File: src/shared/rate_timer_pkg.sv
// Package: register map, field positions and constants for the rate timer block
`default_nettype none

package rate_timer_pkg;

    // Register byte offsets on APB
    localparam logic [7:0] OFS_DIVISOR_LOW      = 8'h00;
    localparam logic [7:0] OFS_DIVISOR_HIGH     = 8'h04;
    localparam logic [7:0] OFS_BAUD_CONTROL     = 8'h08;
    localparam logic [7:0] OFS_TX_STATUS_CTRL   = 8'h0C;

    // Field positions in baud_control_reg
    localparam int unsigned BIT_RECEIVER_IDLE   = 6;
    localparam int unsigned BIT_WIDE_DIVISOR    = 3;
    // Field positions in transmit_status_control_reg
    localparam int unsigned BIT_SYNC_MODE       = 4;
    localparam int unsigned BIT_HIGH_SPEED      = 2;

    // Reset values
    localparam logic [7:0] RST_DIVISOR_BYTE     = 8'h00;
    localparam logic       RST_CFG_BIT          = 1'b0;

    // Divisor multipliers, expressed as prescaler terminal counts (multiplier - 1)
    localparam int unsigned PRE_WIDTH           = 6;
    localparam logic [5:0] PRE_LAST_X64         = 6'h3F;
    localparam logic [5:0] PRE_LAST_X16         = 6'h0F;
    localparam logic [5:0] PRE_LAST_X4          = 6'h03;

    localparam int unsigned TIMER_WIDTH         = 16;

    // Configuration bits that steer the divider
    typedef struct packed {
        logic sync_mode;
        logic wide_divisor_select;
        logic high_speed_select;
    } rate_cfg_s;

    localparam rate_cfg_s RST_CFG = '{sync_mode: 1'b0, wide_divisor_select: 1'b0, high_speed_select: 1'b0};

    // APB response carried as one group
    typedef struct packed {
        logic        pready;
        logic        pslverr;
        logic [31:0] prdata;
    } apb_resp_s;

endpackage

`default_nettype wire

File: src/design/baud_rate_generator.sv
// Baud rate generator: APB register slave plus prescaled free-running rate timer
//
// The implementer's own choices: register access over APB and the address map.
`default_nettype none

module baud_rate_generator
    import rate_timer_pkg::*;
(
    // Clock and reset
    input  wire logic        clk_sys,
    input  wire logic        reset,
    // APB slave
    input  wire logic        psel,
    input  wire logic        penable,
    input  wire logic        pwrite,
    input  wire logic [7:0]  paddr,
    input  wire logic [31:0] pwdata,
    input  wire logic [3:0]  pstrb,
    output logic             pready,
    output logic             pslverr,
    output logic [31:0]      prdata,
    // Receiver status in
    input  wire logic        receiver_idle_flag,
    // Rate outputs to the transmit and receive sequencers
    output logic             rate_tick,
    output logic             prescale_tick,
    output logic             sync_mode,
    output logic             wide_divisor_select,
    output logic             high_speed_select
);

    // Register state
    logic [7:0] divisor_low_byte_q;
    logic [7:0] divisor_low_byte_d;
    logic [7:0] divisor_high_byte_q;
    logic [7:0] divisor_high_byte_d;
    rate_cfg_s  cfg_q;
    rate_cfg_s  cfg_d;
    apb_resp_s  resp_q;
    apb_resp_s  resp_d;
    logic       divisor_written;

    // Timer state
    logic [PRE_WIDTH-1:0]   pre_q;
    logic [PRE_WIDTH-1:0]   pre_d;
    logic [TIMER_WIDTH-1:0] timer_q;
    logic [TIMER_WIDTH-1:0] timer_d;
    logic                   rate_tick_q;
    logic                   rate_tick_d;
    logic                   prescale_tick_q;
    logic                   prescale_tick_d;
    logic [PRE_WIDTH-1:0]   pre_last;
    logic [TIMER_WIDTH-1:0] divisor_n;

    // Bus phases
    logic setup_phase;
    logic write_take;
    logic addr_mapped;

    // Reads and writes share one answer cycle, so the slave never adds wait states
    assign setup_phase = psel && !penable;
    // Write lands only on the edge that completes the access
    assign write_take  = psel && penable && resp_q.pready && pwrite;
    assign addr_mapped = (paddr == OFS_DIVISOR_LOW) || (paddr == OFS_DIVISOR_HIGH) ||
                         (paddr == OFS_BAUD_CONTROL) || (paddr == OFS_TX_STATUS_CTRL);

    // The receive-idle bit is live status, not a stored bit: a write to that position is
    // dropped, and a read shows the level seen in the setup cycle

    // APB answer: decoded in setup, presented in the first access cycle (no wait states)
    always_comb begin
        resp_d = '0;
        if (setup_phase) begin
            resp_d.pready  = 1'b1;
            resp_d.pslverr = !addr_mapped;
            if (!pwrite) begin
                case (paddr)
                    OFS_DIVISOR_LOW:    resp_d.prdata[7:0] = divisor_low_byte_q;
                    OFS_DIVISOR_HIGH:   resp_d.prdata[7:0] = divisor_high_byte_q;
                    OFS_BAUD_CONTROL: begin
                        resp_d.prdata[BIT_RECEIVER_IDLE] = receiver_idle_flag;
                        resp_d.prdata[BIT_WIDE_DIVISOR]  = cfg_q.wide_divisor_select;
                    end
                    OFS_TX_STATUS_CTRL: begin
                        resp_d.prdata[BIT_SYNC_MODE]  = cfg_q.sync_mode;
                        resp_d.prdata[BIT_HIGH_SPEED] = cfg_q.high_speed_select;
                    end
                    default:            resp_d.prdata = '0;
                endcase
            end
        end
    end

    // Register writes; only byte lane 0 carries data, other lanes are dropped
    always_comb begin
        divisor_low_byte_d  = divisor_low_byte_q;
        divisor_high_byte_d = divisor_high_byte_q;
        cfg_d               = cfg_q;
        divisor_written     = 1'b0;
        if (write_take && pstrb[0]) begin
            case (paddr)
                OFS_DIVISOR_LOW: begin
                    divisor_low_byte_d = pwdata[7:0];
                    divisor_written    = 1'b1;
                end
                OFS_DIVISOR_HIGH: begin
                    divisor_high_byte_d = pwdata[7:0];
                    divisor_written     = 1'b1;
                end
                OFS_BAUD_CONTROL:   cfg_d.wide_divisor_select = pwdata[BIT_WIDE_DIVISOR];
                OFS_TX_STATUS_CTRL: begin
                    cfg_d.sync_mode         = pwdata[BIT_SYNC_MODE];
                    cfg_d.high_speed_select = pwdata[BIT_HIGH_SPEED];
                end
                default:            cfg_d = cfg_q;
            endcase
        end
    end

    // Register group flops
    always_ff @(posedge clk_sys) begin
        if (reset) begin
            divisor_low_byte_q  <= RST_DIVISOR_BYTE;
            divisor_high_byte_q <= RST_DIVISOR_BYTE;
            cfg_q               <= RST_CFG;
            resp_q              <= '0;
        end else begin
            divisor_low_byte_q  <= divisor_low_byte_d;
            divisor_high_byte_q <= divisor_high_byte_d;
            cfg_q               <= cfg_d;
            resp_q              <= resp_d;
        end
    end

    // Multiplier select; sync mode looks past the high-speed bit entirely
    always_comb begin
        if (cfg_q.sync_mode) begin
            pre_last = PRE_LAST_X4;
        end else begin
            case ({cfg_q.wide_divisor_select, cfg_q.high_speed_select})
                2'b00:   pre_last = PRE_LAST_X64;
                2'b01:   pre_last = PRE_LAST_X16;
                2'b10:   pre_last = PRE_LAST_X16;
                default: pre_last = PRE_LAST_X4;
            endcase
        end
    end

    // Limitation: the two divisor bytes land one at a time and each write restarts the
    // count, so the rate is only right once the second byte is in; software that needs
    // a clean switch writes the high byte first and the low byte last

    // In 8-bit mode the high byte is ignored rather than cleared, so software keeps it
    assign divisor_n = cfg_q.wide_divisor_select ? {divisor_high_byte_q, divisor_low_byte_q}
                                                 : {8'h00, divisor_low_byte_q};

    // Trade-off: one prescaler shared by all modes costs a six-bit counter, but keeps
    // prescale_tick on a fixed grid that the sequencers can use for sampling
    // Prescaler and timer next state: period is multiplier times (n+1) clocks
    always_comb begin
        pre_d           = pre_q;
        timer_d         = timer_q;
        rate_tick_d     = 1'b0;
        prescale_tick_d = 1'b0;
        if (divisor_written) begin
            pre_d   = '0;
            timer_d = '0;
        end else if (pre_q >= pre_last) begin
            // >= guards a multiplier shrinking while the prescaler is past the new end
            pre_d           = '0;
            prescale_tick_d = 1'b1;
            if (timer_q >= divisor_n) begin
                timer_d     = '0;
                rate_tick_d = 1'b1;
            end else begin
                timer_d = timer_q + 16'h0001;
            end
        end else begin
            pre_d = pre_q + 6'h01;
        end
    end

    // Ticks are registered so both rate outputs come straight from flops, at the price
    // of one clock of latency after the terminal count
    // Timer flops
    always_ff @(posedge clk_sys) begin
        if (reset) begin
            pre_q           <= '0;
            timer_q         <= '0;
            rate_tick_q     <= 1'b0;
            prescale_tick_q <= 1'b0;
        end else begin
            pre_q           <= pre_d;
            timer_q         <= timer_d;
            rate_tick_q     <= rate_tick_d;
            prescale_tick_q <= prescale_tick_d;
        end
    end

    // Outputs straight from flops
    assign pready              = resp_q.pready;
    assign pslverr             = resp_q.pslverr;
    assign prdata              = resp_q.prdata;
    assign rate_tick           = rate_tick_q;
    assign prescale_tick       = prescale_tick_q;
    assign sync_mode           = cfg_q.sync_mode;
    assign wide_divisor_select = cfg_q.wide_divisor_select;
    assign high_speed_select   = cfg_q.high_speed_select;

endmodule // baud_rate_generator

`default_nettype wire

File: config.mk
export PLATFORM = sky130hd
export DESIGN_NAME = baud_rate_generator
export DESIGN_NICKNAME = d
export VERILOG_FILES = /design/src/shared/rate_timer_pkg.sv /design/src/design/baud_rate_generator.sv
export SDC_FILE = /design/constraint.sdc
export NUM_CORES = 1
export LEC_CHECK = 0
export BUFFER_PORTS_ARGS = -buffer_cell sky130_fd_sc_hd__buf_2
export CORE_MARGIN = 8
export CORE_UTILIZATION = 40
export DETAILED_ROUTE_END_ITERATION = 8
export GPL_TIMING_DRIVEN = 0
export HOLD_SLACK_MARGIN = 0.08
export PLACE_DENSITY = 0.73
export SLEW_MARGIN = 15
export SYNTH_ARGS = -nofsm -noshare
export SYNTH_HDL_FRONTEND = slang
export SYNTH_SLANG_ARGS = --single-unit
File: constraint.sdc
create_clock -name clk_sys -period 2.3 [get_ports clk_sys]
set_input_delay 0.46 -clock clk_sys [delete_from_list [all_inputs] [get_ports clk_sys]]
set_output_delay 0.46 -clock clk_sys [all_outputs]
set_load 0.01 [all_outputs]
==> results_dict.tcl, run 1 <==
set metrics [dict create \
    utilization 0.4848 \
    gr-total-overflow 0 \
    first_pass_iters 4 \
    finalPower_mw 1.597 \
    crit_fanout 10 \
    vias 2382 \
    die_area_mm2 0.01014 \
    syn_area_mm2 0.002869 \
    path_class "flop to flop" \
    grt_max_degree 16 \
    numCtsBuffers 5 \
    synth_cells 323 \
    drive_above_1_share 0.2423 \
    min_path_type "primary input to flop" \
    start_kind "flop" \
    power_density_mw_per_mm2 464.2 \
    area_delta_synth_final_pct 19.93 \
    drt_iter0_drc 76 \
    syn_avg_cell_area_um2 8.882 \
    cts_max_level 2 \
    grtUsageTotal 0.1311 \
    fp.dieH_um 100.7 \
    leakage_nw 1.573 \
    hold_ws_ns 0.3878 \
    maxCapViolations 0 \
    cp_data_required_time_ns 2.50 \
    arrival_ns 2.41 \
    hold_buffers 0 \
    status "finished clean" \
    finalHoldViolCount 0 \
    io_buffers 37 \
    synth_edf_count 0 \
    synth-seq-cells 53 \
    drv_slew 0 \
    fin_crit_sh 0.9628 \
    synth_top_area_cell "dfxtp_1" \
    grt_antenna_before_repair 0 \
    core_mm2 0.007098 \
    cts-root-buf "clkbuf_8" \
    clock_path_buffers 2 \
    ys_types 44 \
    worstSkewPairLatency_ns 0.31 \
    grt_pass1_vias 2297 \
    drc 0 \
    setup_violations 0 \
    ys_seq_area_frac 0.3698 \
    cts_tree "done" \
    async_flop_share 0 \
    dp_hpwl_um 5055 \
    via_per_inst 4.851 \
    fmax_mhz 451.6 \
    fin_skew_ns 0.01462 \
    fin_nets 464 \
    ioPinCount 89 \
    grt_pass1_wl_um 10720 \
    synthTopCellsByArea "dfxtp_1 37%, ha_1 9.6%, mux2i_1 9.4%" \
    antenna_cells 0 \
    routed_wl_um 6634 \
    initial_core_util 0.4042 \
    synth-main-ff-cell "dfxtp_1" \
    multi_input_area_mm2 0.001687 \
    post-route-min-period_ns 2.214 \
    fp.dieW_um 100.7 \
    routabilityCongestion 0.9108 \
    cts_sinks 53 \
    register_area_mm2 0.001062 \
    ir_drop_mv 0.1863 \
    detail_route.wl_per_cell_um 13.51 \
    fillers 705 \
    yosys_warnings 0 \
    clk_pin_slew_ns 0.10 \
    core.rowCount 31 \
    synth_top_area_share 0.3698 \
    ant_nets 0 \
    cp-end-kind "flop" \
]
state kept, by name, indices dropped and copies added, names as in the netlist:
signal,cells
divisor_high_byte_q,8
pre_q,6
pready,1
timer_q,16
sync_mode,1
pslverr,1
divisor_low_byte_q,8
wide_divisor_select,1
rate_tick,1
high_speed_select,1
prdata,8
prescale_tick,1
final cells by class:
type / instances / share of cell area
Tap cell: 99 / 0.03600
Inverter: 11 / 0.01200
Sequential cell: 53 / 0.3087
Multi-Input combinational cell: 248 / 0.4902
Buffer: 34 / 0.06873
Timing Repair Buffer: 39 / 0.05818
Clock buffer: 6 / 0.02400
Clock inverter: 1 / 0.002182
worst max-delay path, cell delays in order (launching register included):
cell and delay [ns]:
dfxtp_1 0.37, or3_4 0.43, ha_1 0.29, o21ai_1 0.09
o21ai_2 0.15, buf_4 0.17, buf_2 0.21, nand4b_1 0.15
xnor2_1 0.19, nor3_1 0.06
routing by layer:
metal,vias to the layer above,global-route usage,share of wire
met5,-,0,0
met4,0,0.05116,0.015
met3,11,0.04420,0.068
met2,57,0.2201,0.49
met1,1105,0.1492,0.43
li1,1209,-,-
final timing paths:
path	from	endpoint	slack (ns)	cells past startpoint
min	receiver_idle_flag	prdata[6]$_SDFF_PP0_	0.39	3
max	high_speed_select$_SDFFE_PP0P_	timer_q[12]$_SDFFE_PP0P_	0.09	9
min reg2reg	pre_q[0]$_SDFF_PP0_	pre_q[0]$_SDFF_PP0_	0.45	1
max reg2reg	high_speed_select$_SDFFE_PP0P_	timer_q[12]$_SDFFE_PP0P_	0.09	9
cells in the mapped netlist (2+ instances only):
library cell   n
nand4_2        2
buf_4         27
clkbuf_1       4
o21a_1         2
inv_1         11
a31oi_1        3
o21ai_0        7
nand2_1       22
or3_1          2
nand4_1        3
nand3_1       11
xor2_1         8
ha_1          22
and2_1         3
a211oi_1       2
nor3_1        17
dfxtp_1       53
a21oi_1       12
and3_1         4
xnor2_1        6
o21ai_1        2
buf_2          3
nor2b_1        4
mux2i_1       27
nor2_1        43
and4_1         2
nor4_1         4
cell usage in the layout (no fill, tap or decap), drive strengths merged, types with 9 or more instances in the layout:
master  instances
a21oi          13
clkbuf          9
nand3          11
o21ai          10
mux2i          27
nand2          22
nor3           17
conb           24
dfxtp          53
nor2           43
ha             22
inv            11
buf            70
cell families (layout without fill, tap and decap cells):
logic type / Yosys count / after routing / share of synthesized area
AO/OA/AOI/OAI: 36 / 36 / 0.07894
XOR/XNOR: 14 / 14 / 0.04274
adder cells (fa/ha/maj): 22 / 22 / 0.09594
buffers and inverters: 45 / 91 / 0.09550
flip-flops: 53 / 53 / 0.3698
multiplexers: 27 / 27 / 0.09420
other: 1 / 24 / 0.001307
AND/OR/NAND/NOR: 125 / 125 / 0.2215
stage by stage:
stage / TNS (ns) / worst slack, ns / instance area (um^2) / instances
global route: -0.006336 / -0.006336 / 3441 / 491
floorplan: 0 / 0.1179 / 2955 / 346
global placement: -3.729 / -0.2935 / 3264 / 482
CTS: 0 / 0.009656 / 3378 / 490
detailed placement: -3.678 / -0.2838 / 3264 / 482
finish: 0 / 0.08565 / 3441 / 491
timing repair:
action,in CTS,in global routing
endpoints found under the setup margin,22,17
resized for setup,4,13
pin swaps,1,4
buffers inserted,1,1
cloned,0,0
power breakdown:
part	internal [mW]	total, mW	switching [mW]	leakage (nW)
combinational	0.0573	0.123	0.0661	1.10
clock	0.239	0.547	0.308	0.0433
sequential	0.923	0.926	0.00374	0.428
Power figures use the tool's default switching activity.
==> run 2, diff against run 1 <==
--- a/config.mk
+++ b/config.mk
@@ -6,7 +6,6 @@
 export NUM_CORES = 1
 export LEC_CHECK = 0
 export BUFFER_PORTS_ARGS = -buffer_cell sky130_fd_sc_hd__buf_2
-export CORE_MARGIN = 8
 export CORE_UTILIZATION = 40
 export DETAILED_ROUTE_END_ITERATION = 8
 export GPL_TIMING_DRIVEN = 0
==> results_dict.tcl, run 2 (same netlist as run 1, synthesis figures left out) <==
set metrics [dict create \
    clk_pin_slew_ns 0.10 \
    combPwrFrac 0.072 \
    setup_violations 0 \
    drc 0 \
    grt_max_degree 18 \
    hold_ws_ns 0.3923 \
    rr_startpoint "wide_divisor_select$_SDFFE_PP0P_" \
    drv_slew 0 \
    cp-end-kind "flop" \
    dp.cells 479 \
    seqPwrFrac 0.547 \
    die_area_mm2 0.007515 \
    final_common_cell "dfxtp_1" \
    clock_path_buffers 2 \
    crit_chain "buf_4 -> a21o_1 -> ha_1 -> a211oi_2 -> o21ai_2 -> buf_4 -> o21ai_4 -> a21oi_2 -> buf_4 -> nor4_4" \
    timing.rr.end "timer_q[2]$_SDFFE_PP0P_" \
    r2r_slack_ns 0.09 \
    dpl_cell_area_mm2 0.003261 \
    min_from "receiver_idle_flag" \
    post-route-min-period_ns 2.212 \
    finalHoldViolCount 0 \
    via_per_inst 4.778 \
    fillers 659 \
    arrival_ns 2.44 \
    ant_nets 0 \
    setup-tns-final_ns 0 \
    cts-root-buf "clkbuf_8" \
    routed_wl_um 6159 \
    routabilityCongestion 0.8958 \
    rr_worst_depth 10 \
    holdPathStages 3 \
    p_sw_mw 0.3891 \
    utilization 0.5077 \
    start_kind "flop" \
    status "finished clean" \
    mostFrequentLayoutCells "52 x dfxtp_1, 43 x nor2_1, 39 x buf_2, 30 x buf_4, 27 x mux2i_1" \
    clockPowerShare 0.382 \
    largest_register "timer_q" \
    ir_drop_mv 0.1925 \
    cts_tree "done" \
    path_buf_inv 3 \
    worstSkewPairLatency_ns 0.32 \
    grt_pass1_wl_um 9860 \
    crit_top_cell "buf_4" \
    min_path_type "primary input to flop" \
    detail_route.wl_per_cell_um 12.57 \
    gr-total-overflow 0 \
    ioPinCount 89 \
    grtUsageTotal 0.1684 \
    fin_nets 465 \
    instances_no_fill 490 \
    first_pass_iters 4 \
    numCtsBuffers 5 \
    min_to "prdata[6]$_SDFF_PP0_" \
    cts_sinks 53 \
    leakage_nw 1.589 \
    fin_crit_sh 0.9616 \
    drive_above_1_share 0.2462 \
    area_delta_synth_final_pct 21.54 \
    path_class "flop to flop" \
    critical_path.top_delay_family "compound AO/OA/AOI/OAI gates" \
    power_density_mw_per_mm2 486.0 \
    io_buffers 37 \
    largest_reg_flops 16 \
    initial_core_util 0.4177 \
    core_mm2 0.006869 \
    grt_pass1_vias 2193 \
    crit_slowest_cell "dfxtp_2" \
    antenna_cells 0 \
    fin_skew_ns 0.008598 \
    swShare 0.2296 \
    crit_fanout 10 \
    cpPeakStageDelay_ns 0.35 \
    dp_hpwl_um 4709 \
    cp_data_required_time_ns 2.53 \
    core.rowCount 30 \
    fp.dieW_um 86.69 \
    grt_antenna_before_repair 0 \
    final_area_mm2 0.003487 \
    pre_cts_ws_ns -0.2378 \
    maxCapViolations 0 \
    finalPower_mw 1.695 \
    fmax_mhz 452.1 \
    drt_iter0_drc 104 \
    cts_max_level 2 \
    fp.dieH_um 86.69 \
    vias 2341 \
    layout_setup_ws_ns 0.08824 \
    p_int_mw 1.306 \
]
==> run 2: layout make-up <==
class                   instances  area [um^2]  share of cell area
repair buffers                 40        207.7             0.05956
clock inverters                 3        46.29             0.01328
well taps                      96        120.1             0.03445
flip-flops and latches         53         1062              0.3046
inverters                      11        41.29             0.01184
plain buffers                  34        242.7             0.06961
clock buffers                   5        68.82             0.01973
multi-input cells             248         1698              0.4869
==> run 2: power by group through the flow <==
stage | logic [mW] | registers, mW | clock network [mW]
4_1_cts | 0.120 | 0.927 | 0.659
2_1_floorplan | 0.0820 | 0.948 | 0
6_report | 0.121 | 0.927 | 0.647
3_3_place_gp | 0.117 | 0.948 | 0
5_1_grt | 0.134 | 0.928 | 0.696
3_5_place_dp | 0.119 | 0.948 | 0
==> run 2: worst max path at each step <==
stage / start / end / slack [ns] / depth (start not counted)
final: wide_divisor_select$_SDFFE_PP0P_ / timer_q[2]$_SDFFE_PP0P_ / 0.09 / 10
after global routing: wide_divisor_select$_SDFFE_PP0P_ / timer_q[2]$_SDFFE_PP0P_ / -0.02 / 10
after global placement: wide_divisor_select$_SDFFE_PP0P_ / timer_q[7]$_SDFFE_PP0P_ / -0.25 / 9
after detailed placement: wide_divisor_select$_SDFFE_PP0P_ / timer_q[7]$_SDFFE_PP0P_ / -0.24 / 9
after CTS: wide_divisor_select$_SDFFE_PP0P_ / timer_q[2]$_SDFFE_PP0P_ / 0.03 / 9
after floorplan: wide_divisor_select$_SDFFE_PP0P_ / timer_q[10]$_SDFFE_PP0P_ / 0.12 / 9
==> run 2: timing repair <==
action                     4_1_cts  5_1_grt
pin swaps                        1        4
gates resized for setup          4       15
setup endpoints to repair       22       16
cloned                           0        0
hold buffers                     0        0
hold endpoints to repair         0        0
setup buffers                    2        1
==> run 2: worst min-delay path: stages <==
cell	delay, ns
buf_2	0.07
a21oi_1	0.05
nor2_1	0.09
==> run 2: routing by layer <==
layer | vias up | global-route usage | wire (um)
met1 | 1070 | 0.2054 | 2843
met3 | 8 | 0.02952 | 215
met4 | 0 | 0.06212 | 80
li1 | 1213 | - | -
met5 | - | 0 | 0
met2 | 50 | 0.2958 | 3020
==> run 3, diff against run 2 <==
--- a/config.mk
+++ b/config.mk
@@ -5,7 +5,9 @@
 export SDC_FILE = /design/constraint.sdc
 export NUM_CORES = 1
 export LEC_CHECK = 0
+export ABC_AREA = 0
 export BUFFER_PORTS_ARGS = -buffer_cell sky130_fd_sc_hd__buf_2
+export CORE_ASPECT_RATIO = 0.8
 export CORE_UTILIZATION = 40
 export DETAILED_ROUTE_END_ITERATION = 8
 export GPL_TIMING_DRIVEN = 0
==> results_dict.tcl, run 3 (same netlist as run 1, synthesis figures left out) <==
set metrics [dict create \
    status "finished clean" \
    maxCapViolations 0 \
    drc 0 \
    detail_route.wl_per_cell_um 13.20 \
    vias 2375 \
    crit_chain "or3_4 -> ha_1 -> o21ai_1 -> o21ai_4 -> nand3_2 -> or3_1 -> a211oi_2" \
    cpPeakStageDelay_ns 0.41 \
    drive_above_1_share 0.2392 \
    io_buffers 37 \
    area_delta_synth_final_pct 20.06 \
    cts_tree "done" \
    grt_pass1_wl_um 10490 \
    dp_hpwl_um 4926 \
    path_buf_inv 0 \
    largest_register "timer_q" \
    cp-end-kind "flop" \
    cts_max_level 2 \
    routed_wl_um 6335 \
    critical_path.top_delay_family "simple AND/OR/NAND/NOR gates" \
    setup_violations 0 \
    timing.rr.end "timer_q[15]$_SDFFE_PP0P_" \
    gr-total-overflow 0 \
    routabilityCongestion 0.8414 \
    finalPower_mw 1.607 \
    grtUsageTotal 0.1716 \
    finalHoldViolCount 0 \
    via_per_inst 4.948 \
    holdPathStages 3 \
    ant_nets 0 \
    arrival_ns 2.45 \
    grt_pass1_vias 2238 \
    grt_max_degree 19 \
    worst-path-stages 7 \
    start_kind "flop" \
    die_area_mm2 0.007517 \
    power_density_mw_per_mm2 466.7 \
    initial_core_util 0.4143 \
    fp.dieW_um 96.69 \
    crit_end "timer_q[15]$_SDFFE_PP0P_" \
    fmax_mhz 453.2 \
    drv_slew 0 \
    core_mm2 0.006925 \
    min_path_type "primary input to flop" \
    core.rowCount 27 \
    pre_cts_ws_ns -0.3379 \
    rr_worst_depth 7 \
    largest_reg_flops 16 \
    fin_skew_ns 0.01361 \
    path_class "flop to flop" \
    ir_drop_mv 0.2416 \
    worstSkewPairLatency_ns 0.31 \
    fillers 643 \
    cp_data_required_time_ns 2.54 \
    first_pass_iters 4 \
    clock_path_buffers 2 \
    layout_setup_ws_ns 0.09328 \
    drt_iter0_drc 104 \
    grt_antenna_before_repair 0 \
    leakage_nw 1.586 \
    cts-root-buf "clkbuf_8" \
    fp.dieH_um 77.75 \
    clk_pin_slew_ns 0.11 \
    fin_nets 464 \
    crit_fanout 6 \
    r2r_slack_ns 0.09 \
    min_from "receiver_idle_flag" \
    cts_sinks 53 \
    crit_slowest_cell "or3_4" \
    numCtsBuffers 5 \
    rr_startpoint "high_speed_select$_SDFFE_PP0P_" \
    antenna_cells 0 \
    ioPinCount 89 \
    fin_crit_sh 0.9594 \
    post-route-min-period_ns 2.207 \
    mostFrequentLayoutCells "53 x dfxtp_1, 43 x nor2_1, 39 x buf_2, 28 x buf_4, 27 x mux2i_1" \
    critPathLaunch "high_speed_select$_SDFFE_PP0P_" \
    final_common_cell "dfxtp_1" \
]
[run 3: what timing repair did]
item	4_1_cts	5_1_grt
endpoints found under the setup margin	24	16
buffers inserted	1	1
pin swaps	1	6
hold buffers	0	0
cloned	0	0
gates resized for setup	6	15
[run 3: worst min path at each step]
stage / to / slack [ns]
6_report: prdata[6]$_SDFF_PP0_ / 0.38
5_1_grt: divisor_low_byte_q[0]$_SDFFE_PP0P_ / 0.39
4_1_cts: prdata[6]$_SDFF_PP0_ / 0.39
3_5_place_dp: pre_q[0]$_SDFF_PP0_ / 0.44
3_3_place_gp: pre_q[0]$_SDFF_PP0_ / 0.43
2_1_floorplan: pre_q[0]$_SDFF_PP0_ / 0.42
[run 3: cell type report]
| class | instances | area, um^2 | share of cell area |
|---|---|---|---|
| buffer | 34 | 250.2 | 0.07265 |
| clock buffer | 5 | 68.82 | 0.01998 |
| clock inverter | 3 | 26.28 | 0.007628 |
| inverter | 11 | 41.29 | 0.01199 |
| multi-input combinational | 248 | 1688 | 0.4900 |
| sequential | 53 | 1061 | 0.3080 |
| tap | 87 | 108.9 | 0.03160 |
| timing repair buffer | 39 | 200.2 | 0.05812 |
[run 3: report_power, final]
part / switching [mW] / leakage, nW / total (mW) / internal (mW)
logic: 0.0659 / 1.11 / 0.123 / 0.0573
registers: 0.00379 / 0.428 / 0.927 / 0.923
clock network: 0.335 / 0.0487 / 0.557 / 0.223
[run 3: through the flow]
stage                     cell area, um^2  std cells  hold slack (ns)  utilization  setup TNS (ns)
after CTS                            3378        479           0.3896       0.4878        -0.01696
after detailed placement             3249        470           0.4427       0.4692          -5.275
after global routing                 3445        480           0.3942       0.4974         -0.2223
after floorplan                      2955        346           0.4176            -               0
final                                3445        480           0.3796       0.4974               0
after global placement               3249        470           0.4336       0.4692          -4.119
[run 3: tightest hold or removal path, stage by stage]
cell and delay [ns]:
buf_2 0.08, a21oi_1 0.05, nor2_1 0.08
[run 3: metal layers]
layer  track usage  wire, um  vias up
met5             0         0        -
met4       0.04030        66        0
met3       0.03423       295        7
met2        0.2718      2822       56
met1        0.2396      3151     1093
li1              -         -     1219
